==> src/spm_params.svh <==
// Constants of the stepper positioning control block
`ifndef SPM_PARAMS_SVH
`define SPM_PARAMS_SVH

`define SPM_CLK_PERIOD_NS 10
`define SPM_RST_HOLD_MS   50
`define SPM_RST_HOLD_CYC  ((`SPM_RST_HOLD_MS * 1000000) / `SPM_CLK_PERIOD_NS)
`define SPM_STEP_US       500
`define SPM_STEP_CYC      ((`SPM_STEP_US * 1000) / `SPM_CLK_PERIOD_NS)
`define SPM_POS_W         16
`define SPM_OPEN_POS      16'h0fa0
`define SPM_CLOSED_POS    16'h0000
`define SPM_PRESET1_RST   16'h0000
`define SPM_PRESET2_RST   16'h0000
`define SPM_DIR_OPEN      1'b1
`define SPM_DIR_CLOSE     1'b0
`define SPM_IDX_CLOSED    0
`define SPM_IDX_OPEN      1
`define SPM_IDX_P1        2
`define SPM_IDX_P2        3
`define SPM_NUM_CMP       4

`endif

==> src/spm_pkg.sv <==
// Types shared by the stepper positioning control block
package spm_pkg;
	typedef enum logic [1:0] {
		SPM_REF_SEEK,
		SPM_REF_DONE,
		SPM_RUN
	} spm_state_t;

	typedef enum logic [1:0] {
		SPM_CFG_PRESET1,
		SPM_CFG_PRESET2,
		SPM_CFG_MIXER,
		SPM_CFG_LOCK
	} spm_cfg_sel_t;
endpackage

==> src/spm_if.sv <==
// Carriers between the control block and its helper modules
interface spm_cmp_if #(parameter int POS_W = 16);
	logic [POS_W-1:0] pos;     // Current motor position
	logic [POS_W-1:0] ref_pos; // Position to compare against
	logic             hit;     // Positions are equal
	modport cmp (input pos, input ref_pos, output hit);
	modport user (output pos, output ref_pos, input hit);
endinterface

interface spm_rst_if;
	logic level; // Raw reset input level
	logic pulse; // One cycle once the level has been held long enough
	modport filt (input level, output pulse);
	modport user (output level, input pulse);
endinterface

==> src/spm_ctrl.sv <==
// Mode, reference run and status control of the stepper positioning card
// Function
// Fault output high only while an error exists and mode is automatic.
// Error state holds until acknowledged; the outside party must acknowledge.
// Closed-end output high while position equals the closed end.
// Open-end output high while position equals the open end.
// First preset output high while position equals first preset.
// Second preset output high while position equals second preset.
// Unresponsive output high whenever external control inputs are ignored.
// Mode set by panel switch or tool; tool selection overrides switch.
// A configuration bit locks out the panel mode switch.
// Exactly one of manual or automatic indicator is lit.
// Manual mode ignores all master control position commands.
// Manual mode moves open or closed by the panel buttons.
// Configuration writes accepted only in manual mode.
// Automatic mode takes its target from the master control inputs.
// Automatic mode ignores panel buttons and rejects configuration writes.
// Every power-up and reset starts a reference run before positioning.
// Reference run ending in automatic goes to the commanded position.
// Reference run ending in manual parks mixer open, throttle closed.
// During reference run inputs are ignored, unresponsive output is active.
// The configuration tool can start a reference run.
// Reset input held high at least 50 ms clears error, restarts reference.
// Both preset requests active gives the first preset priority.
// Never move past the end positions; clamp commands pushing further.
`include "spm_params.svh"
module spm_ctrl #(
	parameter int               POS_W    = `SPM_POS_W,
	parameter logic [POS_W-1:0] OPEN_POS = `SPM_OPEN_POS,
	parameter int               STEP_CYC = `SPM_STEP_CYC,
	parameter int               HOLD_CYC = `SPM_RST_HOLD_CYC
) (
	input  wire logic               mclk,                 // System clock, 100 MHz
	input  wire logic               rst_n,                // Asynchronous reset, active low
	input  wire logic               ext_reset,            // Reset input from the master control
	input  wire logic               mode_switch_auto,     // Panel switch, high selects automatic
	input  wire logic               tool_mode_set,        // Tool mode selection strobe
	input  wire logic               tool_mode_auto,       // Mode chosen by the tool
	input  wire logic               tool_ref_run,         // Tool request for a reference run
	input  wire logic               cfg_wr,               // Configuration write strobe
	input  spm_pkg::spm_cfg_sel_t   cfg_sel,              // Configuration item selected
	input  wire logic [POS_W-1:0]   cfg_data,             // Configuration value
	input  wire logic               btn_open,             // Panel open button
	input  wire logic               btn_close,            // Panel close button
	input  wire logic               cmd_dir,              // Master direction level, high opens
	input  wire logic               cmd_steps,            // Master step pulses
	input  wire logic               preset1_req,          // Master request for first preset
	input  wire logic               preset2_req,          // Master request for second preset
	input  wire logic               cmd_abs_valid,        // Master absolute target strobe
	input  wire logic [POS_W-1:0]   cmd_abs_pos,          // Master absolute target
	input  wire logic               home_found,           // Encoder reference mark seen
	input  wire logic               fault_detect,         // Error event, one cycle
	input  wire logic               fault_ack,            // Error acknowledge, one cycle
	output logic                    motor_step,           // One-cycle step pulse to the driver
	output logic                    motor_dir,            // Step direction, high opens
	output logic                    fault_status,         // Error present in automatic mode
	output logic                    closed_status,        // At the closed end
	output logic                    open_status,          // At the open end
	output logic                    first_preset_status,  // At the first preset
	output logic                    second_preset_status, // At the second preset
	output logic                    unresponsive_status,  // External control ignored
	output logic                    unresponsive_indicator, // Matching panel lamp
	output logic                    led_manual,           // Manual mode lamp
	output logic                    led_auto,             // Automatic mode lamp
	output logic                    ref_busy              // Reference run in progress
);
	import spm_pkg::*;

	localparam int SW = $clog2(STEP_CYC + 1);
	// Closed end at the position width, so narrow builds cut nothing by accident
	localparam logic [POS_W-1:0] CLOSED_POS = POS_W'(`SPM_CLOSED_POS);

	typedef struct packed {
		spm_state_t       state;
		logic             init;
		logic             auto_md;
		logic             sw_prev;
		logic             lock;
		logic             mixer;
		logic [POS_W-1:0] preset1;
		logic [POS_W-1:0] preset2;
		logic [POS_W-1:0] pos;
		logic [POS_W-1:0] target;
		logic [SW-1:0]    tick_cnt;
		logic             steps_prev;
		logic             err;
		logic             step;
		logic             dir;
		logic             fault_o;
		logic [`SPM_NUM_CMP-1:0] hit_o;
		logic             unresp_o;
		logic             led_man_o;
		logic             led_auto_o;
		logic             ref_o;
	} spm_ctrl_state_t;

	spm_ctrl_state_t s_r;
	spm_ctrl_state_t s_nxt;

	if (STEP_CYC < 2 || POS_W < 2) begin : g_chk
		$error("spm_ctrl: STEP_CYC and POS_W must be at least 2");
	end

	// An empty travel range leaves nothing to position
	if (OPEN_POS <= CLOSED_POS) begin : g_chk_open
		$error("spm_ctrl: OPEN_POS must lie above the closed end");
	end

	// Long reset input filter
	spm_rst_if rif ();
	assign rif.level = ext_reset;

	spm_rst_filter #(
		.HOLD_CYC (HOLD_CYC)
	) u_rst_filter (
		.mclk  (mclk),
		.rst_n (rst_n),
		.port  (rif)
	);

	// Position comparators, one per end and preset status output
	logic [`SPM_NUM_CMP-1:0][POS_W-1:0] cmp_ref;
	logic [`SPM_NUM_CMP-1:0]            cmp_hit;

	assign cmp_ref[`SPM_IDX_CLOSED] = CLOSED_POS;
	assign cmp_ref[`SPM_IDX_OPEN]   = OPEN_POS;
	assign cmp_ref[`SPM_IDX_P1]     = s_r.preset1;
	assign cmp_ref[`SPM_IDX_P2]     = s_r.preset2;

	for (genvar i = 0; i < `SPM_NUM_CMP; i++) begin : g_cmp
		spm_cmp_if #(.POS_W(POS_W)) cif ();
		assign cif.pos     = s_r.pos;
		assign cif.ref_pos = cmp_ref[i];
		assign cmp_hit[i]  = cif.hit;
		spm_pos_match u_match (
			.port (cif)
		);
	end

	// Clamp an absolute target into the travel range
	function automatic logic [POS_W-1:0] clamp_pos(input logic [POS_W-1:0] p);
		clamp_pos = (p > OPEN_POS) ? OPEN_POS : p;
	endfunction

	// Target the master control asks for; first preset wins over second
	function automatic logic [POS_W-1:0] master_target(input spm_ctrl_state_t s);
		if (preset1_req) begin
			master_target = clamp_pos(s.preset1);
		end else if (preset2_req) begin
			master_target = clamp_pos(s.preset2);
		end else begin
			master_target = clamp_pos(cmd_abs_pos);
		end
	endfunction

	logic tick;
	logic run_ok;
	logic steps_rise;

	assign tick       = (s_r.tick_cnt == SW'(STEP_CYC - 1));
	// Master inputs count only in automatic, after the reference, without error
	assign run_ok     = s_r.auto_md && (s_r.state == SPM_RUN) && !s_r.err;
	assign steps_rise = cmd_steps && !s_r.steps_prev;

	// Next-state logic of the whole controller
	always_comb begin
		s_nxt            = s_r;
		s_nxt.step       = 1'b0;
		s_nxt.steps_prev = cmd_steps;
		s_nxt.tick_cnt   = tick ? '0 : s_r.tick_cnt + SW'(1);

		// Mode selection; the first cycle after reset takes the switch as is
		if (s_r.init) begin
			s_nxt.init    = 1'b0;
			s_nxt.auto_md = mode_switch_auto;
			s_nxt.sw_prev = mode_switch_auto;
		end else begin
			s_nxt.sw_prev = mode_switch_auto;
			if (!s_r.lock && (mode_switch_auto != s_r.sw_prev)) begin
				s_nxt.auto_md = mode_switch_auto;
			end
			if (tool_mode_set) begin
				s_nxt.auto_md = tool_mode_auto;
			end
		end

		// Settings only land while in manual mode
		if (cfg_wr && !s_r.auto_md) begin
			case (cfg_sel)
				SPM_CFG_PRESET1: s_nxt.preset1 = cfg_data;
				SPM_CFG_PRESET2: s_nxt.preset2 = cfg_data;
				SPM_CFG_MIXER:   s_nxt.mixer   = cfg_data[0];
				SPM_CFG_LOCK:    s_nxt.lock    = cfg_data[0];
				default:         s_nxt.lock    = s_r.lock;
			endcase
		end

		// Error is sticky; a new event in the clearing cycle still wins
		s_nxt.err = fault_detect || (s_r.err && !(fault_ack || rif.pulse));

		case (s_r.state)
			// Drive toward closed until the reference mark is seen
			SPM_REF_SEEK: begin
				if (tick) begin
					if (home_found) begin
						s_nxt.pos   = CLOSED_POS;
						s_nxt.state = SPM_REF_DONE;
					end else begin
						s_nxt.step = 1'b1;
						s_nxt.dir  = `SPM_DIR_CLOSE;
					end
				end
			end
			// Choose where to go once the position is known
			SPM_REF_DONE: begin
				if (s_r.auto_md) begin
					s_nxt.target = master_target(s_r);
				end else begin
					s_nxt.target = s_r.mixer ? OPEN_POS : CLOSED_POS;
				end
				s_nxt.state = SPM_RUN;
			end
			SPM_RUN: begin
				if (run_ok) begin
					if (preset1_req || preset2_req || cmd_abs_valid) begin
						s_nxt.target = master_target(s_r);
					end else if (steps_rise) begin
						if (cmd_dir && (s_r.target < OPEN_POS)) begin
							s_nxt.target = s_r.target + POS_W'(1);
						end else if (!cmd_dir && (s_r.target != `SPM_CLOSED_POS)) begin
							s_nxt.target = s_r.target - POS_W'(1);
						end
					end
				end else if (!s_r.auto_md && tick) begin
					// Buttons jog the target; both pressed means no move
					if (btn_open && !btn_close && (s_r.target < OPEN_POS)) begin
						s_nxt.target = s_r.target + POS_W'(1);
					end else if (btn_close && !btn_open && (s_r.target != `SPM_CLOSED_POS)) begin
						s_nxt.target = s_r.target - POS_W'(1);
					end
				end
				// One step per tick toward the target, never past an end
				if (tick && (s_r.pos != s_r.target)) begin
					s_nxt.step = 1'b1;
					if (s_r.pos < s_r.target) begin
						s_nxt.dir = `SPM_DIR_OPEN;
						s_nxt.pos = s_r.pos + POS_W'(1);
					end else begin
						s_nxt.dir = `SPM_DIR_CLOSE;
						s_nxt.pos = s_r.pos - POS_W'(1);
					end
				end
			end
			default: begin
				s_nxt.state = SPM_REF_SEEK;
			end
		endcase

		// Tool request or an accepted long reset restarts the reference
		if (tool_ref_run || rif.pulse) begin
			s_nxt.state = SPM_REF_SEEK;
			s_nxt.step  = 1'b0;
		end

		// Registered status view of the state just computed, except the hits, which come from the current position
		s_nxt.fault_o    = s_nxt.err && s_nxt.auto_md;
		s_nxt.hit_o      = cmp_hit;
		s_nxt.unresp_o   = !s_nxt.auto_md || (s_nxt.state != SPM_RUN) || s_nxt.err;
		s_nxt.led_man_o  = !s_nxt.auto_md;
		s_nxt.led_auto_o = s_nxt.auto_md;
		// Busy flag kept in a flop so the port is not a decode of the state
		s_nxt.ref_o      = (s_nxt.state != SPM_RUN);
		// Compares lag the position by one cycle; a step pulse sees the old end flag
	end

	// Reset lands in the reference run, manual, with defaults
	always_ff @(posedge mclk or negedge rst_n) begin
		if (!rst_n) begin
			s_r            <= '0;
			s_r.state      <= SPM_REF_SEEK;
			s_r.init       <= 1'b1;
			s_r.preset1    <= POS_W'(`SPM_PRESET1_RST);
			s_r.preset2    <= POS_W'(`SPM_PRESET2_RST);
			s_r.unresp_o   <= 1'b1;
			s_r.ref_o      <= 1'b1;
			s_r.led_man_o  <= 1'b1;
		end else begin
			s_r <= s_nxt;
		end
	end

	// Outputs straight from the state register
	assign motor_step             = s_r.step;
	assign motor_dir              = s_r.dir;
	assign fault_status           = s_r.fault_o;
	assign closed_status          = s_r.hit_o[`SPM_IDX_CLOSED];
	assign open_status            = s_r.hit_o[`SPM_IDX_OPEN];
	assign first_preset_status    = s_r.hit_o[`SPM_IDX_P1];
	assign second_preset_status   = s_r.hit_o[`SPM_IDX_P2];
	assign unresponsive_status    = s_r.unresp_o;
	assign unresponsive_indicator = s_r.unresp_o;
	assign led_manual             = s_r.led_man_o;
	assign led_auto               = s_r.led_auto_o;
	assign ref_busy               = s_r.ref_o;
endmodule

==> src/spm_pos_match.sv <==
// Equality check of the motor position against one reference
module spm_pos_match (
	spm_cmp_if.cmp port // Position, reference and match flag
);
	import spm_pkg::*;

	// Pure compare, registered by the user so outputs stay glitch free
	always_comb begin
		port.hit = (port.pos == port.ref_pos);
	end
endmodule

==> src/spm_rst_filter.sv <==
// Hold-time filter for the external reset input
`include "spm_params.svh"
module spm_rst_filter #(
	parameter int HOLD_CYC = `SPM_RST_HOLD_CYC
) (
	input  wire logic mclk,    // System clock
	input  wire logic rst_n,   // Asynchronous reset, active low
	spm_rst_if.filt   port     // Level in, accepted pulse out
);
	import spm_pkg::*;

	localparam int CW = $clog2(HOLD_CYC + 1);

	typedef struct packed {
		logic [CW-1:0] cnt;
		logic          fired;
		logic          pulse;
	} spm_rf_state_t;

	spm_rf_state_t s_r;
	spm_rf_state_t s_nxt;

	if (HOLD_CYC < 2) begin : g_chk
		$error("spm_rst_filter: HOLD_CYC must be at least 2");
	end

	// Count the high time; fire once per held level, short pulses die out
	always_comb begin
		s_nxt       = s_r;
		s_nxt.pulse = 1'b0;
		if (!port.level) begin
			s_nxt.cnt   = '0;
			s_nxt.fired = 1'b0;
		end else if (!s_r.fired) begin
			if (s_r.cnt == CW'(HOLD_CYC - 1)) begin
				s_nxt.pulse = 1'b1;
				s_nxt.fired = 1'b1;
			end else begin
				s_nxt.cnt = s_r.cnt + CW'(1);
			end
		end
	end

	always_ff @(posedge mclk or negedge rst_n) begin
		if (!rst_n) begin
			s_r <= '0;
		end else begin
			s_r <= s_nxt;
		end
	end

	assign port.pulse = s_r.pulse;
endmodule

==> config.mk <==
export PLATFORM = sky130hd
export DESIGN_NAME = spm_ctrl
export DESIGN_NICKNAME = d
export VERILOG_FILES = /design/src/spm_pkg.sv /design/src/spm_if.sv /design/src/spm_ctrl.sv /design/src/spm_pos_match.sv /design/src/spm_rst_filter.sv
export VERILOG_INCLUDE_DIRS = /design/src
export SDC_FILE = /design/constraint.sdc
export NUM_CORES = 1
export LEC_CHECK = 0
export BUFFER_PORTS_ARGS = -buffer_cell sky130_fd_sc_hd__buf_2
export CORE_MARGIN = 3
export CORE_UTILIZATION = 33
export CTS_CLUSTER_DIAMETER = 30
export DETAILED_ROUTE_END_ITERATION = 8
export PLACE_DENSITY_LB_ADDON = 0.2
export RECOVER_POWER = 50
export SLEW_MARGIN = 20
export SYNTH_ARGS = -nofsm -noshare
export SYNTH_HDL_FRONTEND = slang
export SYNTH_HIERARCHICAL = 1
export SYNTH_SLANG_ARGS = --single-unit
==> constraint.sdc <==
create_clock -name mclk -period 4.9 [get_ports mclk]
set_input_delay 0.98 -clock mclk [delete_from_list [all_inputs] [get_ports mclk]]
set_output_delay 0.98 -clock mclk [all_outputs]
set_load 0.01 [all_outputs]
---- Yosys cells after proc, flatten, opt, wreduce, memory -nomap -nowiden ----
Cells that the tools add are included.
operators by class
  add/sub/neg operators ................... 6
  order comparisons ....................... 5
  eq/ne operators ......................... 23
  multiplexer cells ....................... 40
  reductions and logical operators ........ 45
operators by type and width
  kind                                                                            number
  16-bit two-way mux                                                              19
  16-bit case mux with 2 select lines                                             2
  16-bit by 1-bit adder with 16-bit output, second input constant                 3
  16-bit by 12-bit > comparator with 1-bit output, second input constant          3
  16-bit equality test                                                            2
  16-bit by 1-bit subtractor with 16-bit output, second input constant            2
  25-bit two-way mux                                                              1
  24-bit two-way mux                                                              1
  23-bit by 1-bit adder with 23-bit output, second input constant                 1
  23-bit equality test, second input constant                                     1
  23-bit two-way mux                                                              1
  16-bit by 12-bit equality test with 1-bit output, second input constant         1
  16-bit equality test, second input constant                                     1
  16-bit logical NOT                                                              1
  16-bit by 12-bit less-than comparator with 1-bit output, second input constant  1
  16-bit less-than comparator                                                     1
  2-bit two-way mux                                                               8
  16-bit inequality test                                                          1
  16-bit nonzero test                                                             1
  1-bit logical AND                                                               15
  12-bit two-way mux                                                              1
  2-bit inequality test, second input constant                                    6
  2-bit AND reduction                                                             5
  1-bit logical NOT                                                               9
  16 further kinds                                                                32
word-level totals
  register bits ........................... 124
  bits of input ports ..................... 52
  output and inout port bits .............. 12
  logic and storage cells ................. 142

---- Depth between registers and ports, before layout ----
Gate-level depths: netlist of the first run.
  depth in word-level cells ............... 8
  gate-level depth with buffers ........... 16
  mapped depth without buffers ............ 15

---- Hierarchy ----
The synthesis of the first run kept the hierarchy.
by module, submodules not included
  module          times used  cells an instance  area each (µm²)  sequential area each (µm²)
  spm_ctrl        1           672                6284.8           2482.4
  spm_rst_filter  1           146                1413.9           625.6
  spm_pos_match   4           21                 177.7            0.0

---- Worst setup path after synthesis of the first run ----
Ideal clock, no wire load.
  path type ............................... reg-to-reg
  start ................................... reg s_r[33] (netlist name)
  end ..................................... reg s_r, in the netlist g_cmp[0].cif.pos[15]
  setup time .............................. 118 ps
  data arrival time ....................... 4279 ps
  data required time ...................... 4782 ps
  slack ................................... 503 ps
  stages on the path, launching flop included .. 17
  buffers on the path ..................... 1
  clock period less this slack ............ 4397 ps
  path through ............................ dfrtp_1 > clkbuf_1 > inv_1 > ha_1 > and4_1 > o21a_1 > o32ai_1 > a21oi_1 > ha_1 > a211o_1 > a21oi_2 > a211oi_1 > o41a_1 > o2111a_1 > a211oi_2 > mux2i_1 > a21o_1
on the way
  cells in the longest elaborated chain, start to end .. 4
  elaborated cells between the ends (all ways) .. 8
  those cells by class .................... 1 x order compare; 2 x eq/ne; 3 x mux; 2 x reduce/logical
RTL lines
  element                                                                                 line                              RTL
  start: declaration                                                                      spm_ctrl.sv:97                    spm_ctrl_state_t s_r;
  start signal: assignment                                                                spm_ctrl.sv:288                   s_r <= s_nxt;
  16-bit less-than comparator or 16-bit inequality test (tied branches)                   spm_ctrl.sv:245, spm_ctrl.sv:243
  16-bit two-way mux or 1-bit logical AND (tied branches)                                 spm_ctrl.sv:245, spm_ctrl.sv:243
  16-bit two-way mux or 2-bit by 1-bit inequality test with 1-bit output (tied branches)  n/a
  16-bit case mux with 2 select lines or 4-bit AND reduction (tied branches)              n/a
Several ways; a longest one is shown, not always the timed one. The select of a mux whose other input is x is not followed.
A chain may end at the register's enable or synchronous reset.

---- Final worst setup path of the first run ----
  start ................................... reg s_r[37] (netlist name)
  end ..................................... reg s_r, in the netlist g_cmp[0].cif.pos[15]
The elaborated chain is that of the path after synthesis.

==> flow_metrics.tcl, run 1 <==
set metrics [dict create \
    synthArstFlopShare 1.00 \
    finalCritPeriodShare 0.868 \
    cts-root-buf "clkbuf_16" \
    die_w_um 166 \
    grt_start_max_net_pins 95 \
    antenna_found_initial 0 \
    startpoint_type "flip-flop" \
    maxCapViolations 1 \
    ys_seq_area_frac 0.370 \
    drc 0 \
    cts_buffer_depth 2 \
    cp.required_ns 5.26 \
    dr.pass1.iters 7 \
    initial_core_util 0.341 \
    hold_violations 0 \
    vias_per_cell 5.34 \
    rsz0062_at_grt "no" \
    num_vias 7125 \
    nNetsFinal 1092 \
    rr_worst_depth 15 \
    cp-end-kind "flip-flop" \
    overflow 0 \
    htree_levels 4 \
    grt_first_pass_wirelength_mm 39.2 \
    p_total_mw 2.70 \
    failed_checks "max-capacitance violations, max-slew violations" \
    antenna_cells 0 \
    layout_common_cells "120 x dfrtp_1, 79 x nand2_1, 78 x xnor2_1" \
    yosys_register_bits 124 \
    io_pins 64 \
    power_leakage_nw 4.01 \
    area_growth_pct 15.8 \
    cts_buffers 17 \
    drt-initial-drc-count 564 \
    synth_top_cell_area_share 0.357 \
    worst_slew_pin_slew_ns 2.40 \
    std_cell_rows 57 \
    report.final.setup_viol 0 \
    skew_ns 0.0123 \
    insertion_delay_ns 0.42 \
    mappedNetlistArea_mm2 0.00841 \
    grt_use_total 0.176 \
    hold_class "flip-flop to flip-flop" \
    cts_setup_buffers 0 \
    grt_pass1_vias 7098 \
    syn_inst 902 \
    critPathMaxFanout 13 \
    arrival_ns 4.61 \
    timing.slew.headroom -0.602 \
    critPathKind "flip-flop to flip-flop" \
    powerDensity_mw_per_mm2 277 \
    synthDistinctLibCells 79 \
    wl_per_cell_um 17.8 \
    core_area_mm2 0.0247 \
    fin_setup_tns_ns 0 \
    avgSynthCellArea_um2 9.32 \
    drv_slew 95 \
    ctsResizeCount 0 \
    cts_sinks 124 \
    fp.dieArea_mm2 0.0274 \
    drive_gt1_frac 0.166 \
    clk_pin_slew_ns 0.06 \
    synth.top_cells.by_area "dfrtp_1 36%, xnor2_1 8.1%, ha_1 6.0%" \
    synthFlopType "dfrtp_1" \
    hold_buffers 0 \
    hold_depth 1 \
    port_buffers 63 \
    die_h_um 166 \
    synth_edf_count 0 \
    hpwl_mm 17.8 \
    synth_largest_area_cell "dfrtp_1" \
    outcome "complete, but fails checks" \
    synth_warnings 6 \
    gp_congestion 0.898 \
    cts_tree "yes" \
    final_common_cell "dfrtp_1" \
    postRouteAntennaNets 0 \
    wirelength_mm 23.7 \
    ir_drop_mv 0.217 \
    clock.fmax_ghz 0.235 \
    post-route-min-period_ns 4.25 \
    hold_ws_ns 0.499 \
]
[synth_stat cells, drive strengths merged (3+ instances only)]
cell type,count
a32oi,3
o31ai,22
clkbuf,19
a31oi,7
a222oi,4
nor2b,7
nand2,80
nand2b,10
or4,11
o221ai,5
dfrtp,120
nor4b,3
nor3b,5
a211o,3
o21ai,42
and4,8
nor4,17
nand4b,4
o21a,7
mux2,36
a221o,3
a211oi,11
nand4,37
xnor2,78
or2,7
a221oi,3
xor2,18
and2,7
nor3,17
nand3b,3
a32o,5
or3,5
nor2,65
mux2i,7
a21o,8
a21oi,48
and3,8
dfstp,4
o22ai,11
ha,40
inv,35
nand3,27
buf,12
o211ai,3
[worst max-delay path: stages, from the launching register on]
cell	delay, ns
dfrtp_1	0.49
inv_1	0.15
ha_1	0.30
nand4_1	0.11
a211oi_1	0.24
o32ai_1	0.16
a21oi_2	0.58
ha_1	0.37
a211o_1	0.27
a21oi_2	0.16
a211oi_1	0.10
o41a_1	0.46
o2111a_1	0.26
a211oi_2	0.21
mux2i_1	0.21
a21o_1	0.10
[sequential cells by signal (all words and copies together), names as in the netlist, 16 cells and up]
register           cells
g_cmp.cif.pos         16
g_cmp.cif.ref_pos     32
s_r                   40
u_rst_filter/s_r      24
[worst paths after layout]
path / startpoint / to / slack, ns
min: s_r[13] / s_r[13] / 0.50
max: s_r[37] / g_cmp[0].cif.pos[15] / 0.65
min reg2reg: s_r[13] / s_r[13] / 0.50
max in group asynchronous: rst_n / s_r[27] / 1.70
min in group asynchronous: rst_n / s_r[94] / 1.26
max reg2reg: s_r[37] / g_cmp[0].cif.pos[15] / 0.65
[cells by family after synthesis]
family	synth area share
other	0.000893
AOI/OAI and AO/OA	0.165
DFF	0.370
and+or+nand+nor	0.212
buffers and inverters	0.0341
xor gates and xnor gates	0.100
muxes	0.0565
adders and majority gates	0.0619
[area by class of cell]
class                           instances  area [µm²]
Fill cell                            2559       14900
Tap cell                              324         405
Multi-Input combinational cell        741        5130
Clock inverter                         12        91.3
Inverter                               37         139
Timing Repair Buffer                   78         423
Sequential cell                       124        3110
Clock buffer                           19         443
[report_power, final]
part | internal [mW] | switching [mW] | total (mW)
Sequential | 1.10 | 0.117 | 1.22
Clock | 0.662 | 0.503 | 1.16
Combinational | 0.165 | 0.148 | 0.313
Total | 1.93 | 0.768 | 2.70
[per-stage QoR]
step,area [µm²],cells,worst slack [ns],utilization
5_1_grt,9740,1335,0.324,0.395
3_5_place_dp,9230,1304,0.721,0.374
4_1_cts,9760,1335,0.682,0.396
3_3_place_gp,9230,1304,0.722,0.374
2_1_floorplan,8530,933,0.503,-
6_report,9740,1335,0.648,0.395
[layer usage]
layer | vias up | track usage | share of wire
met5 | - | 0 | 0
met2 | 173 | 0.292 | 0.48
met3 | 39 | 0.0281 | 0.038
met4 | 0 | 0.0651 | 0.030
li1 | 3498 | - | -
met1 | 3415 | 0.232 | 0.45
(Power assumes the default switching activity.)
==> run 2, diff against run 1 <==
--- a/config.mk
+++ b/config.mk
@@ -13,6 +13,7 @@
 export DETAILED_ROUTE_END_ITERATION = 8
 export PLACE_DENSITY_LB_ADDON = 0.2
 export RECOVER_POWER = 50
+export REMOVE_ABC_BUFFERS = 1
 export SLEW_MARGIN = 20
 export SYNTH_ARGS = -nofsm -noshare
 export SYNTH_HDL_FRONTEND = slang
==> run 2 against run 1 <==
The flow still finishes with violations (max-capacitance violations, max-slew violations). Register-to-register slack got worse by 0.03 ns. Core utilization increased by 0.32 points. Setup slack got worse by 0.028 ns. Clock skew hardly changed. Combinational power hardly changed. Largest cell class unchanged.
==> flow_metrics.tcl, run 2 (same netlist as run 1, synthesis figures left out) <==
set metrics [dict create \
    cpMostUsedCell "o21ai_0" \
    cts-root-buf "clkbuf_16" \
    report.final.setup_viol 0 \
    nNetsFinal 1091 \
    startpoint_type "flip-flop" \
    num_vias 7123 \
    worstSetupEndpoint "g_cmp[0].cif.pos[14]" \
    grt_pass1_vias 7022 \
    wirelength_mm 23.2 \
    ir_drop_mv 0.224 \
    drt-initial-drc-count 457 \
    fin_setup_tns_ns 0 \
    worst_slew_pin_slew_ns 2.43 \
    port_buffers 63 \
    rrSetupSlack_ns 0.62 \
    std_cell_rows 57 \
    intPower_mw 2.18 \
    netSwitchingFraction 0.261 \
    wl_per_cell_um 17.3 \
    die_h_um 166 \
    p_sw_uw 767 \
    hold_violations 0 \
    largest_reg_flops 40 \
    cts_tree "yes" \
    antenna_found_initial 1 \
    fillCellCount 2528 \
    ff_latch_area_mm2 0.00311 \
    clk_pin_slew_ns 0.06 \
    slowest_delay_ns 0.46 \
    ctsResizeCount 0 \
    clkPwrFrac 0.479 \
    post-route-min-period_ns 4.28 \
    outcome "complete, but fails checks" \
    critPathKind "flip-flop to flip-flop" \
    hpwl_mm 17.0 \
    timing.slew.headroom -0.617 \
    hold_class "flip-flop to flip-flop" \
    critPathMaxFanout 14 \
    layout_common_cells "120 x dfrtp_1, 80 x nand2_1, 78 x xnor2_1" \
    die_w_um 166 \
    final_common_cell "dfrtp_1" \
    worst-path-stages 15 \
    clock.fmax_ghz 0.234 \
    cts_buffer_depth 2 \
    postRouteAntennaNets 0 \
    grt_use_total 0.171 \
    overflow 0 \
    cp-startpoint "s_r[36]" \
    r2r-start "s_r[36]" \
    finalCritPeriodShare 0.873 \
    cts_setup_buffers 0 \
    drive_gt1_frac 0.160 \
    powerDensity_mw_per_mm2 300 \
    htree_levels 4 \
    rsz0062_at_grt "no" \
    cp-end-kind "flip-flop" \
    vias_per_cell 5.34 \
    drc 0 \
    p_comb_frac 0.107 \
    grt_start_max_net_pins 94 \
    failed_checks "max-capacitance violations, max-slew violations" \
    drv_slew 127 \
    rr_worst_depth 15 \
    gp_congestion 0.854 \
    seqPwrFrac 0.414 \
    initial_core_util 0.341 \
    arrival_ns 4.61 \
    largest-register "s_r" \
    slowest_stage "dfrtp_1" \
    io_pins 64 \
    reg2reg_to "g_cmp[0].cif.pos[14]" \
    maxCapViolations 2 \
    cts_sinks 124 \
    insertion_delay_ns 0.42 \
    power_leakage_nw 4.03 \
    cp.required_ns 5.23 \
    hold_buffers 0 \
    critPathTopFamily "compound AO/OA/AOI/OAI gates" \
    antenna_cells 0 \
    multi_input_area_mm2 0.00511 \
    cts_buffers 17 \
    dr.pass1.iters 5 \
    grt_first_pass_wirelength_mm 38.3 \
    fp.dieArea_mm2 0.0274 \
    path_cells "inv_1 -> ha_1 -> a2111o_1 -> o32ai_1 -> a21oi_2 -> buf_4 -> ha_1 -> a21oi_1 -> o21ai_0 -> o31ai_1 -> nor2_1 -> a211oi_1 -> o21ai_0 -> xnor2_1 -> o21ai_0" \
    cp_num_buf_inv 2 \
    core_area_mm2 0.0247 \
    final_util 0.398 \
    skew_ns 0.0126 \
    area_growth_pct 16.7 \
]
[run 2: layer usage]
layer | GRT usage | wire [µm]
met2 | 0.273 | 10800
met5 | 0 | 13
met1 | 0.233 | 10900
met3 | 0.0348 | 948
met4 | 0.0532 | 473
[run 2: final cells by class]
type,instances,area share
inverters,37,0.0141
multi-input cells,741,0.520
clock inverters,14,0.0222
flip-flops and latches,124,0.317
well taps,324,0.0413
clock buffers,18,0.0437
repair buffers,77,0.0418
[run 2: worst min-delay path by stage]
stage                     startpoint       to  slack (ns)  cells after the start
after floorplan              s_r[13]  s_r[13]        0.45                      1
after global placement       s_r[13]  s_r[13]        0.47                      1
after detailed placement     s_r[13]  s_r[13]        0.48                      1
after CTS                    s_r[13]  s_r[13]        0.49                      1
after global routing         s_r[13]  s_r[13]        0.50                      1
final                        s_r[13]  s_r[13]        0.49                      1
[run 2: per-stage QoR]
step                      instances  setup WS, ns  hold slack [ns]  total power [mW]  area, µm²
after floorplan                 902         0.581            0.448              1.41       8380
after global placement         1303         0.774            0.473              1.55       9220
after detailed placement       1303         0.677            0.481              1.56       9220
after CTS                      1335         0.648            0.488              2.98       9870
after global routing           1335         0.186            0.503              3.07       9820
final                          1335         0.620            0.485              2.94       9820
[run 2: power groups by stage]
stage	clock, mW	combinational, mW	sequential, mW
global placement	0	0.317	1.24
finish	1.41	0.315	1.22
global route	1.49	0.350	1.23
CTS	1.44	0.323	1.22
detailed placement	0	0.321	1.24
floorplan	0	0.222	1.19
[run 2: worst register-to-register path, delay by kind of cell, from the launching register on]
family / cells / cell delay, ns
AO/OA/AOI/OAI: 9 / 2.44
XOR/XNOR: 1 / 0.14
adder cells (fa/ha/maj): 2 / 0.68
buffers and inverters: 2 / 0.39
flip-flops: 1 / 0.46
AND/OR/NAND/NOR: 1 / 0.10
